<file path="src/verilog/dssf_pkg.sv">
// Constants for the device status and supply fault logic.
// Assumes a single 20 MHz clock and a synchronous, active-high reset.
package dssf_pkg;

  // ----------------------------------------------------------------
  // Clock
  // ----------------------------------------------------------------
  localparam int unsigned CLK_HZ          = 20000000;
  localparam int unsigned CLK_PERIOD_NS   = 50;

  // ----------------------------------------------------------------
  // Register offsets
  // ----------------------------------------------------------------
  localparam logic [7:0] SUMMARY_OFS      = 8'h01;
  localparam logic [7:0] SUPPLY_OFS       = 8'h02;

  // ----------------------------------------------------------------
  // Summary status field positions
  // ----------------------------------------------------------------
  localparam int SUM_CHAN_A_BIT           = 7;
  localparam int SUM_CHAN_B_BIT           = 6;
  localparam int SUM_LINK_BIT             = 5;
  localparam int SUM_MEMTHERM_BIT         = 4;
  localparam int SUM_SUPPLY_BIT           = 3;
  localparam int SUM_TEST_BIT             = 2;
  localparam int SUM_RESET_BIT            = 1;
  localparam int SUM_INIT_BIT             = 0;

  // ----------------------------------------------------------------
  // Supply fault status field positions (bit 4 reserved)
  // ----------------------------------------------------------------
  localparam int SUP_BUF_UV_BIT           = 7;
  localparam int SUP_BUS_UV_BIT           = 6;
  localparam int SUP_BUF_OV_BIT           = 5;
  localparam int SUP_AREG_BIT             = 3;
  localparam int SUP_DREG_BIT             = 2;
  localparam int SUP_OTPREG_BIT           = 1;
  localparam int SUP_CONT_BIT             = 0;
  localparam logic [7:0] SUP_USED_MASK    = 8'hEF;

  // ----------------------------------------------------------------
  // Reset values (undefined bits taken as zero)
  // ----------------------------------------------------------------
  localparam logic [7:0] SUMMARY_RST      = 8'hC3;
  localparam logic [7:0] SUPPLY_RST       = 8'h00;
  localparam logic [7:0] RD_DATA_RST      = 8'h00;
  localparam logic [15:0] TIMER_RST       = 16'h0000;

  // ----------------------------------------------------------------
  // Protocol selection codes
  // ----------------------------------------------------------------
  localparam logic [2:0] PROTO_DSI3_A     = 3'h0;
  localparam logic [2:0] PROTO_PSI5_A     = 3'h1;
  localparam logic [2:0] PROTO_DSI3_B     = 3'h2;
  localparam logic [2:0] PROTO_SPI_A      = 3'h3;
  localparam logic [2:0] PROTO_SPI_B      = 3'h4;
  localparam logic [2:0] PROTO_PSI5_B     = 3'h5;
  localparam logic [2:0] PROTO_I2C_A      = 3'h6;
  localparam logic [2:0] PROTO_I2C_B      = 3'h7;

  // ----------------------------------------------------------------
  // Defaults for the timing parameters of the top module
  // ----------------------------------------------------------------
  localparam int unsigned TICK_CYCLES_DEF   = 2000;
  localparam int unsigned RECOVERY_TICKS_DEF = 16;
  localparam int unsigned DATA_VALID_CYCLES_DEF = 20000;

endpackage

</file>
<file path="src/verilog/dssf_status.sv">
// Device status and supply fault logic: summary flags, supply fault latch,
// common recovery timer, response gating, reset/init/test indicators.
// Assumes register reads and status transmissions arrive as one-cycle strobes
// from same-clock protocol logic; supply monitors are asynchronous pins.
`timescale 1ns/1ps

module dssf_status #(
  parameter int unsigned TICK_CYCLES       = dssf_pkg::TICK_CYCLES_DEF,
  parameter int unsigned RECOVERY_TICKS    = dssf_pkg::RECOVERY_TICKS_DEF,
  parameter int unsigned DATA_VALID_CYCLES = dssf_pkg::DATA_VALID_CYCLES_DEF
) (
  input  wire logic       CLK,
  input  wire logic       SYS_RST,
  // Register read port
  input  wire logic       RD_STB,
  input  wire logic [7:0] RD_ADDR,
  output logic      [7:0] RD_DATA,
  // Status transmission and response handshake
  input  wire logic       STAT_TX_STB,
  input  wire logic       RESP_DONE,
  output logic            RESP_SUPPRESS,
  output logic            ERR_CODE_SEND,
  // Configuration
  input  wire logic [2:0] PROTOCOL_SELECT,
  input  wire logic       SUPPLY_CLEAR_POLICY,
  input  wire logic [7:0] CHAN_A_USER_CONFIG_ONE,
  input  wire logic [7:0] CHAN_B_USER_CONFIG_ONE,
  input  wire logic [7:0] CHAN_A_USER_CONFIG_THREE,
  input  wire logic [7:0] CHAN_B_USER_CONFIG_THREE,
  // Channel status
  input  wire logic [3:0] CHAN_A_STATUS_REG,
  input  wire logic [3:0] CHAN_B_STATUS_REG,
  // Link and memory/thermal sources
  input  wire logic       OUTPUT_MISMATCH_FAULT,
  input  wire logic       OSC_TRAINING_FAULT,
  input  wire logic       FACTORY_MEM_FAULT,
  input  wire logic       USER_MEM_FAULT,
  input  wire logic       USER_ARRAY_FAULT,
  input  wire logic       USER_PROG_BUSY,
  input  wire logic       CHAN_A_THERMAL_FAULT,
  input  wire logic       CHAN_B_THERMAL_FAULT,
  // Test mode operations
  input  wire logic       TEST_ENTER,
  input  wire logic       TEST_EXIT,
  // Asynchronous supply monitors
  input  wire logic       BUFFER_UNDERVOLTAGE,
  input  wire logic       BUS_INPUT_UNDERVOLTAGE,
  input  wire logic       BUFFER_OVERVOLTAGE,
  input  wire logic       ANALOG_REGULATOR_FAULT,
  input  wire logic       DIGITAL_REGULATOR_FAULT,
  input  wire logic       OTP_REGULATOR_FAULT,
  input  wire logic       PERIMETER_CONTINUITY_FAULT,
  // Status views
  output logic      [7:0] SUMMARY_STATUS,
  output logic      [7:0] SUPPLY_FAULT_STATUS
);
  import dssf_pkg::*;

  // ----------------------------------------------------------------
  // Protocol decoding
  // ----------------------------------------------------------------
  function automatic logic is_psi5(input logic [2:0] sel);
    is_psi5 = (sel == PROTO_PSI5_A) || (sel == PROTO_PSI5_B);
  endfunction

  function automatic logic is_i2c(input logic [2:0] sel);
    is_i2c = (sel == PROTO_I2C_A) || (sel == PROTO_I2C_B);
  endfunction

  function automatic logic is_dsi_spi(input logic [2:0] sel);
    is_dsi_spi = !is_psi5(sel) && !is_i2c(sel);
  endfunction

  localparam logic [15:0] RECOVERY_LOAD = 16'(RECOVERY_TICKS);
  localparam logic [15:0] TICK_LAST     = 16'(TICK_CYCLES - 1);
  localparam logic [23:0] DV_LAST       = 24'(DATA_VALID_CYCLES - 1);

  // ----------------------------------------------------------------
  // Declarations
  // ----------------------------------------------------------------
  logic [7:0]  mon_meta_reg;
  logic [7:0]  mon_sync_reg;
  logic [7:0]  mon_raw;
  logic [7:0]  supply_reg;
  logic [7:0]  supply_next;
  logic [15:0] timer_reg;
  logic [15:0] tick_cnt_reg;
  logic        tick;
  logic        fault_raise;
  logic        timer_zero;
  logic        timer_expire;
  logic        mode_dsi;
  logic        mode_auto;
  logic        mode_i2c;
  logic        rd_summary;
  logic        rd_supply;
  logic        supply_clear;
  logic        err_code_reg;
  logic        test_reg;
  logic        reset_seen_reg;
  logic        init_reg;
  logic [23:0] dv_cnt_reg;
  logic        cfg_primed_reg;
  logic [11:0] cfg_prev_reg;
  logic [11:0] cfg_now;
  logic        cfg_changed;
  logic [7:0]  summary_now;
  logic [7:0]  rd_data_reg;
  logic [7:0]  summary_out_reg;
  logic [7:0]  supply_out_reg;
  logic        suppress_reg;

  // ----------------------------------------------------------------
  // Supply monitor synchronisers
  // ----------------------------------------------------------------
  assign mon_raw = {BUFFER_UNDERVOLTAGE, BUS_INPUT_UNDERVOLTAGE, BUFFER_OVERVOLTAGE,
                    1'b0, ANALOG_REGULATOR_FAULT, DIGITAL_REGULATOR_FAULT,
                    OTP_REGULATOR_FAULT, PERIMETER_CONTINUITY_FAULT};

  always_ff @(posedge CLK) begin
    if (SYS_RST) begin
      mon_meta_reg <= SUPPLY_RST;
      mon_sync_reg <= SUPPLY_RST;
    end else begin
      mon_meta_reg <= mon_raw;
      mon_sync_reg <= mon_meta_reg;
    end
  end

  // ----------------------------------------------------------------
  // Mode and access decode
  // ----------------------------------------------------------------
  assign mode_auto  = is_psi5(PROTOCOL_SELECT) || SUPPLY_CLEAR_POLICY;
  assign mode_dsi   = is_dsi_spi(PROTOCOL_SELECT) && !SUPPLY_CLEAR_POLICY;
  assign mode_i2c   = is_i2c(PROTOCOL_SELECT) && !SUPPLY_CLEAR_POLICY;
  assign rd_summary = RD_STB && (RD_ADDR == SUMMARY_OFS);
  assign rd_supply  = RD_STB && (RD_ADDR == SUPPLY_OFS);

  // ----------------------------------------------------------------
  // Recovery timer
  // ----------------------------------------------------------------
  // Reload follows the live monitor, not the latched bit; a latched bit that
  // waits for a read would otherwise hold the timer forever.
  assign fault_raise  = |(mon_sync_reg & SUP_USED_MASK);
  assign timer_zero   = (timer_reg == TIMER_RST);
  assign tick         = (tick_cnt_reg == TICK_LAST);
  assign timer_expire = !fault_raise && tick && (timer_reg == 16'h0001);

  always_ff @(posedge CLK) begin
    if (SYS_RST) begin
      tick_cnt_reg <= TIMER_RST;
    end else if (tick) begin
      tick_cnt_reg <= TIMER_RST;
    end else begin
      tick_cnt_reg <= tick_cnt_reg + 16'h0001;
    end
  end

  always_ff @(posedge CLK) begin
    if (SYS_RST) begin
      timer_reg <= TIMER_RST;
    end else if (fault_raise) begin
      timer_reg <= RECOVERY_LOAD;
    end else if (tick && !timer_zero) begin
      timer_reg <= timer_reg - 16'h0001;
    end
  end

  // ----------------------------------------------------------------
  // Supply fault bits
  // ----------------------------------------------------------------
  always_comb begin
    supply_clear = 1'b0;
    if (mode_auto) begin
      supply_clear = timer_zero;
    end else if (mode_dsi) begin
      supply_clear = timer_zero && (rd_supply || STAT_TX_STB);
    end else if (mode_i2c) begin
      supply_clear = timer_zero && rd_supply;
    end
  end

  // A monitor still reporting in the clearing cycle keeps its bit.
  always_comb begin
    supply_next = supply_clear ? SUPPLY_RST : supply_reg;
    supply_next = supply_next | (mon_sync_reg & SUP_USED_MASK);
  end

  always_ff @(posedge CLK) begin
    if (SYS_RST) begin
      supply_reg <= SUPPLY_RST;
    end else begin
      supply_reg <= supply_next;
    end
  end

  // ----------------------------------------------------------------
  // Response gating
  // ----------------------------------------------------------------
  always_ff @(posedge CLK) begin
    if (SYS_RST) begin
      suppress_reg <= 1'b0;
    end else begin
      suppress_reg <= fault_raise || !timer_zero;
    end
  end

  // One error-code response owed after each expiry while mode_dsi is set; a new expiry wins
  // over the completion of the previous response.
  always_ff @(posedge CLK) begin
    if (SYS_RST) begin
      err_code_reg <= 1'b0;
    end else if (mode_dsi && timer_expire) begin
      err_code_reg <= 1'b1;
    end else if (!mode_dsi || RESP_DONE) begin
      err_code_reg <= 1'b0;
    end
  end

  // ----------------------------------------------------------------
  // Test, reset and init indicators
  // ----------------------------------------------------------------
  always_ff @(posedge CLK) begin
    if (SYS_RST) begin
      test_reg <= SUMMARY_RST[SUM_TEST_BIT];
    end else if (TEST_ENTER) begin
      test_reg <= 1'b1;
    end else if (TEST_EXIT) begin
      test_reg <= 1'b0;
    end
  end

  always_ff @(posedge CLK) begin
    if (SYS_RST) begin
      reset_seen_reg <= SUMMARY_RST[SUM_RESET_BIT];
    end else if (rd_summary || STAT_TX_STB) begin
      reset_seen_reg <= 1'b0;
    end
  end

  assign cfg_now = {CHAN_A_USER_CONFIG_ONE[7:2], CHAN_B_USER_CONFIG_ONE[7:2]} ^ 12'h000;
  logic [3:0] cfg3_now;
  logic [3:0] cfg3_prev_reg;
  assign cfg3_now = {CHAN_A_USER_CONFIG_THREE[1:0], CHAN_B_USER_CONFIG_THREE[1:0]};
  // Comparison waits one cycle after reset so the captured values are real.
  assign cfg_changed = cfg_primed_reg &&
                       ((cfg_now != cfg_prev_reg) || (cfg3_now != cfg3_prev_reg));

  always_ff @(posedge CLK) begin
    if (SYS_RST) begin
      cfg_primed_reg <= 1'b0;
      cfg_prev_reg   <= 12'h000;
      cfg3_prev_reg  <= 4'h0;
    end else begin
      cfg_primed_reg <= 1'b1;
      cfg_prev_reg   <= cfg_now;
      cfg3_prev_reg  <= cfg3_now;
    end
  end

  always_ff @(posedge CLK) begin
    if (SYS_RST) begin
      init_reg   <= SUMMARY_RST[SUM_INIT_BIT];
      dv_cnt_reg <= 24'h000000;
    end else if (cfg_changed) begin
      init_reg   <= 1'b1;
      dv_cnt_reg <= 24'h000000;
    end else if (init_reg) begin
      if (dv_cnt_reg == DV_LAST) begin
        init_reg <= 1'b0;
      end else begin
        dv_cnt_reg <= dv_cnt_reg + 24'h000001;
      end
    end
  end

  // ----------------------------------------------------------------
  // Summary and read data
  // ----------------------------------------------------------------
  always_comb begin
    summary_now                   = 8'h00;
    summary_now[SUM_CHAN_A_BIT]   = |CHAN_A_STATUS_REG;
    summary_now[SUM_CHAN_B_BIT]   = |CHAN_B_STATUS_REG;
    summary_now[SUM_LINK_BIT]     = OUTPUT_MISMATCH_FAULT | OSC_TRAINING_FAULT;
    // Busy bit is a live level, so it drops when programming ends.
    summary_now[SUM_MEMTHERM_BIT] = FACTORY_MEM_FAULT | USER_MEM_FAULT |
                                    USER_ARRAY_FAULT | USER_PROG_BUSY |
                                    CHAN_A_THERMAL_FAULT | CHAN_B_THERMAL_FAULT;
    summary_now[SUM_SUPPLY_BIT]   = |(supply_reg & 8'hED);
    summary_now[SUM_TEST_BIT]     = test_reg;
    summary_now[SUM_RESET_BIT]    = reset_seen_reg;
    summary_now[SUM_INIT_BIT]     = init_reg;
  end

  // Read returns the value before the clear that the same read causes.
  always_ff @(posedge CLK) begin
    if (SYS_RST) begin
      rd_data_reg <= RD_DATA_RST;
    end else if (rd_summary) begin
      rd_data_reg <= summary_now;
    end else if (rd_supply) begin
      rd_data_reg <= supply_reg;
    end else if (RD_STB) begin
      rd_data_reg <= RD_DATA_RST;
    end
  end

  always_ff @(posedge CLK) begin
    if (SYS_RST) begin
      summary_out_reg <= SUMMARY_RST;
      supply_out_reg  <= SUPPLY_RST;
    end else begin
      summary_out_reg <= summary_now;
      supply_out_reg  <= supply_reg;
    end
  end

  // ----------------------------------------------------------------
  // Outputs
  // ----------------------------------------------------------------
  assign RD_DATA             = rd_data_reg;
  assign RESP_SUPPRESS       = suppress_reg;
  assign ERR_CODE_SEND       = err_code_reg;
  assign SUMMARY_STATUS      = summary_out_reg;
  assign SUPPLY_FAULT_STATUS = supply_out_reg;

endmodule

</file>
<file path="config.mk">
export PLATFORM = sky130hd
export DESIGN_NAME = dssf_status
export DESIGN_NICKNAME = d
export VERILOG_FILES = /design/src/verilog/dssf_pkg.sv /design/src/verilog/dssf_status.sv
export SDC_FILE = /design/constraint.sdc
export NUM_CORES = 1
export LEC_CHECK = 0
export ABC_AREA = 1
export BUFFER_PORTS_ARGS = -buffer_cell sky130_fd_sc_hd__clkbuf_2
export CORE_ASPECT_RATIO = 1.2
export CORE_MARGIN = 3
export CORE_UTILIZATION = 56
export CTS_CLUSTER_SIZE = 24
export DETAILED_ROUTE_END_ITERATION = 8
export GPL_ROUTABILITY_DRIVEN = 0
export PLACE_DENSITY = 0.86
export SLEW_MARGIN = 10
export SYNTH_ARGS = -nofsm -noshare
export SYNTH_HDL_FRONTEND = slang
export SYNTH_SLANG_ARGS = --single-unit
</file>
<file path="constraint.sdc">
create_clock -name CLK -period 2.15 [get_ports CLK]
set_clock_uncertainty 0.1 [all_clocks]
set_input_delay 0.215 -clock CLK [delete_from_list [all_inputs] [get_ports CLK]]
set_output_delay 0.215 -clock CLK [all_outputs]
set_load 0.005 [all_outputs]
</file>
==> results.json, run 1 <==
{
  "cts_sinks": 122,
  "dieArea_um2": 11700,
  "overflow": 0,
  "route.detailed.drc": 0,
  "grt_pass1_vias": 5918,
  "drive_gt1_share_pct": 14.9,
  "vias": 5870,
  "drt_wl_total_um": 15300,
  "status": "complete, no violations",
  "grt_pass1_wl_um": 26200,
  "synth.top_cells.by_count": "nand2_1 (228), nor2_1 (181), inv_1 (133), dfxtp_1 (122), nand3_1 (45)",
  "worst_ir_drop_vdd_uv": 614,
  "slew_violations": 0,
  "ys_ff_latch": 122,
  "area_growth_syn_to_layout_pct": 25.8,
  "synth.area.top_cells": "dfxtp_1 (42%), nand2_1 (15%), nor2_1 (12%)",
  "path_cells": "dlygate4sd3_1 -> clkbuf_2 -> nor2_1 -> dlygate4sd3_1 -> nand3_1 -> dlygate4sd3_1",
  "cp.arrival_ps": 2170,
  "cpLargestDelayFamily": "buffers and inverters",
  "cts.path.max_buffers": 2,
  "worst_r2r_path_depth": 9,
  "holdPathStages": 4,
  "finalPower_w": 0.00563,
  "cap_violations": 0,
  "die_y_um": 118,
  "setup_viol": 0,
  "root_buffer": "clkbuf_16",
  "cp_slowest_stage_delay_ps": 560,
  "antenna_found_initial": 0,
  "coreArea_um2": 10100,
  "worst_setup_path_end_kind": "flop",
  "yosys.area.top_type": "dfxtp_1",
  "cp_num_cells": 6,
  "num_antenna_cells": 0,
  "synth_edf_count": 0,
  "yosysSeqAreaShare_pct": 41.9,
  "clk_pin_slew_ps": 60,
  "syn-num-nets": 962,
  "via_per_inst": 5.11,
  "start_util_pct": 57.9,
  "synth_cell_types": 37,
  "wire_per_inst_um": 13.3,
  "fmax_ghz": 0.507,
  "hold_viol": 0,
  "clkLatencyLatePin_ps": 420,
  "start_kind": "input port",
  "finalCritPeriodShare_pct": 91.7,
  "drtPass1Iterations": 5,
  "fin_crit_ps": 1970,
  "drt_iter0_drc": 369,
  "ioPinCount": 100,
  "grt_util_all_layers_pct": 27.3,
  "worstPathRequired_ps": 2350,
  "cts_inserted_buffers": 17,
  "critPathBufInv": 4,
  "synth_flop_cell": "dfxtp_1",
  "worst_slew_pin_slew_ps": 567,
  "largest_reg_flops": 24,
  "htree_levels": 4,
  "rows": 40,
  "synth.top_cell.area_share_pct": 41.9,
  "hpwl_um": 8860,
  "grt_max_degree": 34,
  "crit_type": "input port to flop",
  "cp_common_cell": "dlygate4sd3_1",
  "hp-class": "input port to flop",
  "nNetsFinal": 1088,
  "slew_headroom_pct": 61.9,
  "port-buffer-count": 82,
  "synth.cell_area_um2": 5830,
  "slowest_stage": "dlygate4sd3_1",
  "p_per_area_nw_per_um2": 768,
  "synth.most_common_cell": "nand2_1",
  "synth.avg_cell_area_um2": 6.60,
  "critPathMaxFanout": 2,
  "leakagePower_nw": 3.37,
  "drtAntennaViolNets": 0,
  "cts_tree": "built",
  "synthCells": 883,
  "yosysWarnings": 0,
  "async_reset_ff_share_pct": 0,
  "die_width_um": 99.1,
  "setup_tns_ps": 0,
  "rsz0062_at_grt": "no"
}
==> cell type report <==
type	count	area, um2
multi-input cells	599	2740
fillers	700	2730
flip-flops and latches	122	2440
repair buffers	129	861
inverters	140	526
clock buffers	17	425
clock inverters	15	176
well taps	126	158
==> metal layers <==
| layer | track usage [%] | wire length [um] | vias to the layer above |
|---|---|---|---|
| met5 | 0 | 0 | - |
| met4 | 12.2 | 520 | 0 |
| met3 | 6.64 | 753 | 50 |
| met2 | 49.5 | 7980 | 177 |
| met1 | 29.5 | 6000 | 2682 |
| li1 | - | - | 2961 |
==> path summary, 6_finish.rpt <==
| path | slack [ps] | to | start |
|---|---|---|---|
| worst max-delay path | 180 | SUMMARY_STATUS[6]$_SDFF_PP1_ | CHAN_B_STATUS_REG[0] |
| worst min-delay path | 130 | RD_DATA[4]$_SDFFE_PP0P_ | RD_ADDR[1] |
| worst max register to register | 270 | timer_reg[10]$_SDFFE_PP0P_ | tick_cnt_reg[0]$_SDFF_PP0_ |
| worst min register to register | 320 | mon_sync_reg[6]$_SDFF_PP0_ | mon_meta_reg[6]$_SDFF_PP0_ |
==> through the flow <==
step | setup WS (ps) | util, % | cell area [um2] | instances | hold WS (ps)
floorplan | 501 | - | 5830 | 883 | 216
global placement | 302 | 63.0 | 6330 | 1077 | 289
global route | 105 | 72.9 | 7330 | 1148 | 163
CTS | 63.7 | 72.9 | 7340 | 1149 | 115
finish | 178 | 72.9 | 7330 | 1148 | 134
detailed placement | 262 | 63.0 | 6330 | 1077 | 295
==> worst reg2reg max path, stage by stage, from the launching register on <==
cell and delay, ps:
dfxtp_1 360, ha_1 170, nand2_1 90, nor2_2 120, nand3_1 120, nor2_4 250
nand2_4 120, inv_2 200, nand3_1 120, a21oi_1 150
==> power breakdown <==
part           switching [W]  internal (W)  leakage, nW
registers          0.0000348       0.00233        0.997
clock network        0.00121       0.00166        0.286
logic               0.000230      0.000173         2.08
total                0.00147       0.00416         3.37
==> what timing repair did <==
action / 4_1_cts / 5_1_grt
hold endpoints to repair: 30 / 0
gates resized for setup: 0 / 1
setup buffers: 0 / 0
endpoints found under the setup margin: 0 / 3
hold buffers: 40 / 0
==> cells by family (layout without fill, tap and decap cells) <==
family                   after synthesis  count (layout)  synth area share, %
other                                  1               1               0.0644
AND/OR/NAND/NOR                      513             513                 37.6
buffers and inverters                162             301                 11.1
XOR/XNOR                              19              19                 2.86
adder cells (fa/ha/maj)                5               5                 1.07
flip-flops                           122             122                 41.9
AO/OA/AOI/OAI                         61              61                 5.41
==> cell usage in the layout, fill, tap and decap left out, types with 2 or more instances in the layout <==
cell type      netlist  routed
o21ai_0             27      27
inv_6                0       4
nor2_2               6       5
clkinvlp_4           0       3
nor3_1               4       4
nand4_1             24      24
xnor2_1              7       7
clkbuf_16            0      17
nand2_4              2       2
nand2_2              3       3
nor2_1             181     181
nor2_4               1       2
dlygate4sd3_1        0      39
inv_1              133     133
clkinv_8             0       2
nand3_1             45      45
xor2_1              12      12
or2_2                3       3
nand2_1            228     228
ha_1                 5       5
inv_8                0       5
inv_2                7       7
dfxtp_1            122     122
nand3_2              4       4
a21oi_1             29      29
nor4_1               2       2
nand3b_1             5       5
clkbuf_2             0      82
buf_4                3       8
Power figures use the tool's default switching activity.
==> inputs of run 2 (changes only) <==
--- a/config.mk
+++ b/config.mk
@@ -9,11 +9,12 @@
 export BUFFER_PORTS_ARGS = -buffer_cell sky130_fd_sc_hd__clkbuf_2
 export CORE_ASPECT_RATIO = 1.2
 export CORE_MARGIN = 3
-export CORE_UTILIZATION = 56
+export CORE_UTILIZATION = 60
 export CTS_CLUSTER_SIZE = 24
 export DETAILED_ROUTE_END_ITERATION = 8
 export GPL_ROUTABILITY_DRIVEN = 0
-export PLACE_DENSITY = 0.86
+export GPL_TIMING_DRIVEN = 0
+export PLACE_DENSITY = 0.91
 export SLEW_MARGIN = 10
 export SYNTH_ARGS = -nofsm -noshare
 export SYNTH_HDL_FRONTEND = slang
==> constraint.sdc (replaced) <==
create_clock -name CLK -period 2.5 [get_ports CLK]
set_clock_uncertainty 0.1 [all_clocks]
set_input_delay 0.25 -clock CLK [delete_from_list [all_inputs] [get_ports CLK]]
set_output_delay 0.25 -clock CLK [all_outputs]
set_load 0.005 [all_outputs]
==> run 2 against run 1 <==
Compared with the run above: non-clock buffer count increased by 13; combinational power decreased by 5.7%; wire length increased by 28%; sequential share of layout area about the same; first-iteration DRC count increased by 100%; final cell count increased by 0.61%; highest routed layer unchanged; die area decreased by 6.3%; register-to-register slack got worse by 150 ps; setup slack got worse by 58 ps; hold slack got worse by 120 ps; core utilization increased by 6.3 points; clock-buffer cell count unchanged.
==> results.json, run 2 (synthesis gave the netlist of run 1 again) <==
{
  "nNetsFinal": 1101,
  "vias": 6673,
  "cts.path.max_buffers": 2,
  "drt-met1-wl_um": 6600,
  "grt_util_all_layers_pct": 37.9,
  "pwr-share-comb_pct": 7.9,
  "worst_ir_drop_vdd_uv": 621,
  "grt_pass1_wl_um": 32000,
  "cts_inserted_buffers": 17,
  "hp-class": "input port to flop",
  "seqPwrFrac_pct": 42.1,
  "dieArea_um2": 10900,
  "p_switching_w": 0.00133,
  "cp.arrival_ps": 2760,
  "path_cells": "ha_1 -> nand2_1 -> nor2_2 -> nand3_1 -> nor2_2 -> buf_4 -> nand4_1 -> a21oi_1 -> dlygate4sd3_1",
  "top_layer_used": "met4",
  "drive_gt1_share_pct": 14.7,
  "num_antenna_cells": 0,
  "switching_share_pct": 27.6,
  "grt_max_degree": 17,
  "cts_resized": 0,
  "clockPowerShare_pct": 50.1,
  "antenna_found_initial": 0,
  "clkLatencyLatePin_ps": 530,
  "hpwl_um": 9570,
  "ioPinCount": 100,
  "final_common_cell": "nand2_1",
  "wire_per_inst_um": 17.0,
  "worstPathRequired_ps": 2880,
  "setup_viol": 0,
  "cap_violations": 0,
  "clk_pin_slew_ps": 70,
  "dpl_cell_area_um2": 6380,
  "finalPower_w": 0.00484,
  "finalCritPeriodShare_pct": 95.2,
  "slew_violations": 0,
  "root_buffer": "clkbuf_8",
  "cp_common_cell": "nor2_2",
  "worst_slew_pin_slew_ps": 615,
  "drtAntennaViolNets": 0,
  "crit_type": "flop to flop",
  "area_growth_syn_to_layout_pct": 26.0,
  "die_y_um": 114,
  "cts_tree": "built",
  "fin_area_um2": 7340,
  "start_kind": "flop",
  "htree_levels": 4,
  "rows": 38,
  "die_width_um": 96.0,
  "n_fill_cell": 485,
  "overflow": 0,
  "fin_crit_ps": 2380,
  "layout_common_cells": "nand2_1 (228), nor2_1 (181), inv_1 (133), dfxtp_1 (122), clkbuf_2 (81)",
  "p_int_w": 0.00351,
  "cts_sinks": 122,
  "via_per_inst": 5.78,
  "start_util_pct": 62.8,
  "cp_slowest_stage_delay_ps": 560,
  "drt_wl_total_um": 19600,
  "port-buffer-count": 81,
  "drt_iter0_drc": 754,
  "leakagePower_nw": 3.37,
  "wl_met3_um": 1940,
  "hold_viol": 0,
  "grt_pass1_vias": 6655,
  "critPathMaxFanout": 10,
  "largest_reg_flops": 24,
  "setup_tns_ps": 0,
  "drtPass1Iterations": 6,
  "worst_setup_path_end_kind": "flop",
  "fmax_ghz": 0.420,
  "slew_headroom_pct": 59.0,
  "route.detailed.drc": 0,
  "coreArea_um2": 9270,
  "multiInputGateArea_um2": 2740,
  "status": "complete, no violations",
  "rsz0062_at_grt": "no",
  "slowest_stage": "dlygate4sd3_1",
  "p_per_area_nw_per_um2": 659,
  "regArea_um2": 2440,
  "wl_met2_um": 9510
}
## run 2: worst max-delay path: cells and delay by family (launching register included)
| family | cells | cell delay [ps] |
|---|---|---|
| AO/OA/AOI/OAI | 1 | 150 |
| adder cells (fa/ha/maj) | 1 | 190 |
| buffers and inverters | 2 | 780 |
| flip-flops | 1 | 370 |
| AND/OR/NAND/NOR | 5 | 750 |
## run 2: final timing paths
path / end / slack, ps / cells after the start / startpoint
worst min register to register: mon_sync_reg[5]$_SDFF_PP0_ / 320 / 2 / mon_meta_reg[5]$_SDFF_PP0_
worst min-delay path: RD_DATA[7]$_SDFFE_PP0P_ / 20 / 5 / RD_STB
worst max-delay path: ERR_CODE_SEND$_SDFFE_PP0P_ / 120 / 9 / tick_cnt_reg[0]$_SDFF_PP0_
worst max register to register: ERR_CODE_SEND$_SDFFE_PP0P_ / 120 / 9 / tick_cnt_reg[0]$_SDFF_PP0_
## run 2: area by class of cell
cell class | instances | share of cell area, %
plain buffers | 22 | 1.64
flip-flops and latches | 122 | 33.3
well taps | 120 | 2.05
clock inverters | 15 | 2.10
multi-input cells | 599 | 37.3
clock buffers | 17 | 5.64
repair buffers | 120 | 10.8
inverters | 140 | 7.16
## run 2: layer usage
metal	GRT usage [%]	vias up
met4	26.5	0
met3	10.1	167
li1	-	2976
met5	0	-
met1	41.1	2978
met2	63.0	552
## run 2: per-stage QoR
| stage | cells | setup WS (ps) | utilization (%) | hold slack, ps |
|---|---|---|---|---|
| 2_1_floorplan | 883 | 851 | - | 251 |
| 3_3_place_gp | 1084 | 651 | 68.8 | 289 |
| 4_1_cts | 1155 | 288 | 79.2 | 12.8 |
| 5_1_grt | 1155 | 49.2 | 79.2 | 80.6 |
| 6_report | 1155 | 120 | 79.2 | 16.4 |
| 3_5_place_dp | 1084 | 619 | 68.8 | 295 |
## run 2: power groups by stage
stage                     clock (W)  combinational, W  sequential, W
final                       0.00242          0.000380        0.00204
after CTS                   0.00236          0.000336        0.00203
after global routing        0.00249          0.000407        0.00204
after detailed placement          0          0.000283        0.00207
after floorplan                   0          0.000171        0.00207
after global placement            0          0.000274        0.00207
## run 2: what timing repair did
action	in CTS	in global routing
hold buffers	39	0
hold endpoints to repair	30	0
setup buffers	0	0
